<file path="src/busgrant_pkg.sv">
// Package for the external bus request/grant block: states and carriers.
// Assumes one processor clock domain and a synchronous active-low reset.
package busgrant_pkg;

   // Reset levels of the active-low memory strobes and the grant.
   localparam logic STROBE_IDLE = 1'b1;
   localparam logic GRANT_IDLE = 1'b1;
   // Depth of the request synchroniser.
   localparam int SYNC_STAGES = 2;

   typedef enum logic [1:0] {
      OWN_BUS,
      RELEASE,
      GRANTED,
      RECLAIM
   } arb_state_e;

   // Memory strobes that the core drives while it owns the bus.
   typedef struct packed {
      logic data_mem_select_n;
      logic program_mem_select_n;
      logic boot_mem_select_n;
      logic read_n;
      logic write_n;
   } mem_strobes_s;

   localparam mem_strobes_s STROBES_IDLE = '{
      data_mem_select_n: 1'b1,
      program_mem_select_n: 1'b1,
      boot_mem_select_n: 1'b1,
      read_n: 1'b1,
      write_n: 1'b1
   };

endpackage

</file>
<file path="src/req_sync.sv">
// Two-stage synchroniser for the asynchronous bus request pin.
// Assumes the input may change at any time relative to clk.
module req_sync
   import busgrant_pkg::*;
(
   // Clock and reset.
   input wire logic clk,
   input wire logic resetn,
   // Pin and synchronised level.
   input wire logic async_in,
   output logic sync_out
);

   logic meta_q;
   logic sync_q;

   always_ff @(posedge clk)
   begin
      if (!resetn)
      begin
         meta_q <= 1'b1;
         sync_q <= 1'b1;
      end
      else
      begin
         meta_q <= async_in;
         sync_q <= meta_q;
      end
   end

   assign sync_out = sync_q;

endmodule // req_sync

</file>
<file path="src/bus_grant.sv">
// External memory bus request/grant arbiter of the processor core.
// Assumes CLK is the processor clock and the request pin is asynchronous.
// Operation
// - A request meeting the sampling window counts this cycle, else next; here it counts one cycle later, after the synchroniser.
// - The grant goes low in the cycle after the request was recognised; here it falls two cycles after, following a release cycle.
// - The request is synchronised inside; no outside synchroniser needed.
// - Selects and strobes are released no later than the grant goes low.
// - Selects and strobes are driven again only once the grant is high.
module bus_grant
   import busgrant_pkg::*;
(
   // Clock and reset.
   input wire logic CLK,
   input wire logic RESETN,
   // Outside bus master.
   input wire logic BUS_REQUEST_N,
   output logic BUS_GRANT_N,
   // Core memory strobes in.
   input wire mem_strobes_s CORE_STROBES,
   // Memory strobe pins and the one output enable they share.
   output mem_strobes_s STROBES_OUT,
   output logic STROBES_OE,
   // Clock output seen by the requester.
   output logic PROCESSOR_CLOCK_OUT,
   // High while the core must hold off memory accesses.
   output logic CORE_STALL
);

   // Width of the strobe bundle, one flop per pin.
   localparam int STROBE_BITS = $bits(mem_strobes_s);

   arb_state_e state_q;
   arb_state_e state_d;
   logic req_seen_n;
   logic req_active;
   logic next_own;
   logic next_granted;
   logic grant_n_q;
   logic grant_n_d;
   logic oe_q;
   logic oe_d;
   logic clk_div_q;
   logic clk_div_d;
   logic [STROBE_BITS-1:0] core_bits;
   logic [STROBE_BITS-1:0] idle_bits;
   logic [STROBE_BITS-1:0] pin_bits_q;

   // The pin is asynchronous, so it passes two flops before any decode.
   // Recognition therefore lands one edge after the pin is first sampled.
   req_sync u_req_sync (
      .clk(CLK),
      .resetn(RESETN),
      .async_in(BUS_REQUEST_N),
      .sync_out(req_seen_n)
   );

   // A low synchronised level means the outside master wants the bus.
   assign req_active = !req_seen_n;

   // The arbiter walks own, release, granted and reclaim in that order.
   // Release and reclaim each last one cycle, so the pins never overlap.
   always_comb
   begin
      state_d = state_q;
      case (state_q)
         OWN_BUS:
         begin
            if (req_active)
            begin
               state_d = RELEASE;
            end
         end
         RELEASE:
         begin
            state_d = GRANTED;
         end
         GRANTED:
         begin
            if (!req_active)
            begin
               state_d = RECLAIM;
            end
         end
         RECLAIM:
         begin
            state_d = OWN_BUS;
         end
         default:
         begin
            state_d = OWN_BUS;
         end
      endcase
   end

   // Decodes of the next state feed the registered pin levels.
   assign next_own = (state_d == OWN_BUS);
   assign next_granted = (state_d == GRANTED);

   // The grant drops on entry to GRANTED, one cycle after the release.
   assign grant_n_d = next_granted ? 1'b0 : GRANT_IDLE;

   // Strobes stay released until one cycle after the grant is back high.
   // That spare cycle keeps both masters off the pins during handover.
   assign oe_d = next_own;

   assign clk_div_d = ~clk_div_q;
   assign core_bits = CORE_STROBES;
   assign idle_bits = STROBES_IDLE;

   // Arbiter state register.
   always_ff @(posedge CLK)
   begin
      if (!RESETN)
      begin
         state_q <= OWN_BUS;
      end
      else
      begin
         state_q <= state_d;
      end
   end

   // Grant register; the pin is idle high out of reset.
   always_ff @(posedge CLK)
   begin
      if (!RESETN)
      begin
         grant_n_q <= GRANT_IDLE;
      end
      else
      begin
         grant_n_q <= grant_n_d;
      end
   end

   // Output enable of the strobe pins; the core owns the bus after reset.
   always_ff @(posedge CLK)
   begin
      if (!RESETN)
      begin
         oe_q <= 1'b1;
      end
      else
      begin
         oe_q <= oe_d;
      end
   end

   // Clock output toggles on every rising CLK edge and starts low after reset.
   always_ff @(posedge CLK)
   begin
      if (!RESETN)
      begin
         clk_div_q <= 1'b0;
      end
      else
      begin
         clk_div_q <= clk_div_d;
      end
   end

   // Each strobe pin has its own flop, loaded from the core or parked.
   // Parking at the idle level in the same edge as the enable drops means
   // no pin shows a live strobe while the grant is low.
   genvar i;
   generate
      for (i = 0; i < STROBE_BITS; i++)
      begin : g_strobe
         always_ff @(posedge CLK)
         begin
            if (!RESETN)
            begin
               pin_bits_q[i] <= idle_bits[i];
            end
            else if (oe_d)
            begin
               pin_bits_q[i] <= core_bits[i];
            end
            else
            begin
               pin_bits_q[i] <= idle_bits[i];
            end
         end
      end
   endgenerate

   assign BUS_GRANT_N = grant_n_q;
   assign STROBES_OUT = mem_strobes_s'(pin_bits_q);
   assign STROBES_OE = oe_q;
   assign PROCESSOR_CLOCK_OUT = clk_div_q;

   // Stall rises with recognition so the core never starts a lost cycle.
   assign CORE_STALL = !oe_d;

endmodule // bus_grant

</file>
<file path="config.mk">
export PLATFORM = sky130hd
export DESIGN_NAME = bus_grant
export DESIGN_NICKNAME = d
export VERILOG_FILES = /design/src/busgrant_pkg.sv /design/src/req_sync.sv /design/src/bus_grant.sv
export SDC_FILE = /design/constraint.sdc
export NUM_CORES = 1
export LEC_CHECK = 0
export BUFFER_PORTS_ARGS = -buffer_cell sky130_fd_sc_hd__buf_4
export CORE_AREA = 2 2 39 41
export CTS_CLUSTER_SIZE = 40
export DETAILED_ROUTE_END_ITERATION = 8
export DIE_AREA = 0 0 41 43
export PLACE_DENSITY = 0.63
export SLEW_MARGIN = 0
export SYNTH_ARGS = -nofsm -noshare
export SYNTH_HDL_FRONTEND = slang
export SYNTH_SLANG_ARGS = --single-unit
</file>
<file path="constraint.sdc">
create_clock -name CLK -period 1.2 [get_ports CLK]
set_input_delay 0 -clock CLK [delete_from_list [all_inputs] [get_ports CLK]]
set_output_delay 0 -clock CLK [all_outputs]
set_load 0.005 [all_outputs]
</file>
==> results.sh <==
export IMPL_status="finished, final reports clean"
export IMPL_cts_sink_count=12
export IMPL_setup_worst_path_start_class="input port"
export IMPL_min_path_type="flop to flop"
export IMPL_clock_path_buffers=2
export IMPL_drt_initial_drc_count=2
export IMPL_yosysWarnings=0
export IMPL_grt_util_all_layers_pct=11.3
export IMPL_ys_seq_elements=12
export IMPL_syn_instance_count=37
export IMPL_drc=0
export IMPL_root_buffer="clkbuf_4"
export IMPL_max_slew_margin_pct=83.4
export IMPL_syn_nets=45
export IMPL_fin_tns_setup_ns=0
export IMPL_design_core_area_sq_mm=0.00138
export IMPL_wire_per_inst_microns=10.6
export IMPL_vias=350
export IMPL_grt_pass1_wl_mm=1.19
export IMPL_placed_cell_area_sq_um=543
export IMPL_grt_overflow_total=0
export IMPL_final_hold_viol_count=0
export IMPL_power_density_mw_per_mm2=1320
export IMPL_antenna_left=0
export IMPL_netlist_area_sq_um=407
export IMPL_fmax_mhz=855
export IMPL_end_kind="flop"
export IMPL_clk_pin_slew_worst_paths_ns=0.08
export IMPL_die_area_sq_mm=0.00176
export IMPL_die_height_microns=43
export IMPL_critical_path_required_ns=1.36
export IMPL_setup_viol=0
export IMPL_via_per_inst=4.38
export IMPL_period_needed_ns=1.17
export IMPL_fin_nets=73
export IMPL_final_layout_size_suffix_gt1_share_pct=39.1
export IMPL_hpwl_microns=530
export IMPL_dp_slack_ns=0.205
export IMPL_worst_clock_skew_ns=0.00443
export IMPL_cts_tree="yes"
export IMPL_avgSynthCellArea_sq_um=11.0
export IMPL_crit_fanout=1
export IMPL_arrival_ns=1.33
export IMPL_rows=14
export IMPL_p_total_w=0.000881
export IMPL_clk_latency_ns=0.27
export IMPL_cts_made_buffers=3
export IMPL_layout_setup_ws_ns=0.0306
export IMPL_ys_types=14
export IMPL_routed_wl_microns=846
export IMPL_htreeDepth=1
export IMPL_ios=17
export IMPL_die_x_microns=41
export IMPL_synth_seq_area_share_pct=59.1
export IMPL_rsz0062_at_grt="no"
export IMPL_port_buffer_count=16
export IMPL_report_final_slew_viol_count=0
export IMPL_place_gp_congestion=0.666
export IMPL_diodes=0
export IMPL_top_layer_used="met4"
export IMPL_period_share_pct=97.5
export IMPL_max_cap_violations=0
export IMPL_start_util_pct=29.4
export IMPL_tightest_slew_ns=0.248
export IMPL_met3_length_microns=67
export IMPL_met2_length_microns=452
export IMPL_grt_pass1_vias=337
export IMPL_grt_max_degree=13
export IMPL_fillers=128
export IMPL_antenna_found_initial=0
export IMPL_ir_drop_v=0.000714
export IMPL_finish_instance_area_sq_um=667
export IMPL_syn2layout_area_growth_pct=64.0
export IMPL_p_leak_nw=0.285
export IMPL_drt_met1_wl_microns=309
export IMPL_critPathKind="input port to flop"
export IMPL_drtPass1Iterations=2
critical path: stages:
cell	delay [ns]
dlygate4sd3_1	0.54
buf_4	0.13
nand2b_1	0.12
dlygate4sd3_1	0.54
cells in the final DEF, fill, tap and decap left out, drive strengths merged:
| cell type | n |
|---|---|
| dlygate4sd3 | 8 |
| nor3b | 3 |
| buf | 16 |
| or3b | 1 |
| clkbuf | 4 |
| and2b | 2 |
| nor2b | 6 |
| o21a | 1 |
| xor2 | 1 |
| o21ai | 6 |
| dfxtp | 12 |
| and2 | 1 |
| nor2 | 1 |
| nand2b | 2 |
path summary, 6_finish.rpt:
check | start | to | slack (ns) | cells past startpoint
max reg2reg | state_q[1]$_SDFF_PN0_ | STROBES_OE$_SDFF_PN1_ | 0.18 | 2
min reg2reg | u_req_sync.meta_q$_SDFF_PN1_ | u_req_sync.sync_out$_SDFF_PN1_ | 0.41 | 1
max | BUS_REQUEST_N | u_req_sync.meta_q$_SDFF_PN1_ | 0.03 | 4
min | u_req_sync.meta_q$_SDFF_PN1_ | u_req_sync.sync_out$_SDFF_PN1_ | 0.41 | 1
synthesized netlist by cell type, drive strengths merged:
master	n	share of area, %
clkbuf	1	0.92
nor2b	6	9.2
o21ai	6	7.4
nand2b	2	3.1
xor2	1	2.2
o21a	1	1.8
dfxtp	12	59
nor3b	3	6.8
nor2	1	0.92
and2	1	2.2
or3b	1	2.2
and2b	2	4.3
sequential cells by signal, summed over array words and instances (netlist names):
register	flops
STROBES_OUT	5
state_q	2
STROBES_OE	1
u_req_sync.sync_out	1
PROCESSOR_CLOCK_OUT	1
u_req_sync.meta_q	1
BUS_GRANT_N	1
report_power, final:
part	switching (W)	total [W]	internal [W]	leakage, nW
sequential	0.0000147	0.000440	0.000425	0.0997
clock	0.000130	0.000314	0.000184	0.0210
combinational	0.0000411	0.000127	0.0000859	0.164
layer usage:
| metal | track usage (%) | up-vias |
|---|---|---|
| met5 | 0 | - |
| met4 | 10.0 | 0 |
| met3 | 4.71 | 2 |
| met2 | 21.3 | 13 |
| met1 | 6.58 | 158 |
| li1 | - | 177 |
final cells by class:
class                   instances  area [sq um]  area share, %
flip-flops and latches         12           241           36.2
repair buffers                 24           200           30.0
multi-input cells              24           169           25.3
clock buffers                   4          36.3           5.44
well taps                      16          20.0           3.00
repair_timing:
| item | in CTS | in global routing |
|---|---|---|
| hold buffers | 8 | 0 |
| gates cloned | 0 | 0 |
| setup buffers | 0 | 0 |
| pin swaps | 0 | 1 |
| gates resized for setup | 1 | 1 |
| hold endpoints to repair | 8 | 0 |
| endpoints found under the setup margin | 1 | 1 |
stage by stage:
stage,hold slack (ns),utilization [%],std cells
floorplan,0.101,-,37
global placement,0.182,39.2,68
detailed placement,0.187,39.2,68
CTS,0.410,48.1,80
global route,0.432,48.2,80
finish,0.410,48.2,80
cells by family after synthesis:
logic type,Yosys count,synth area share (%)
flops,12,59.1
buf+inv,1,0.922
compound gates,7,9.23
simple gates,16,28.6
xor+xnor,1,2.15
(Power assumes the default switching activity.)
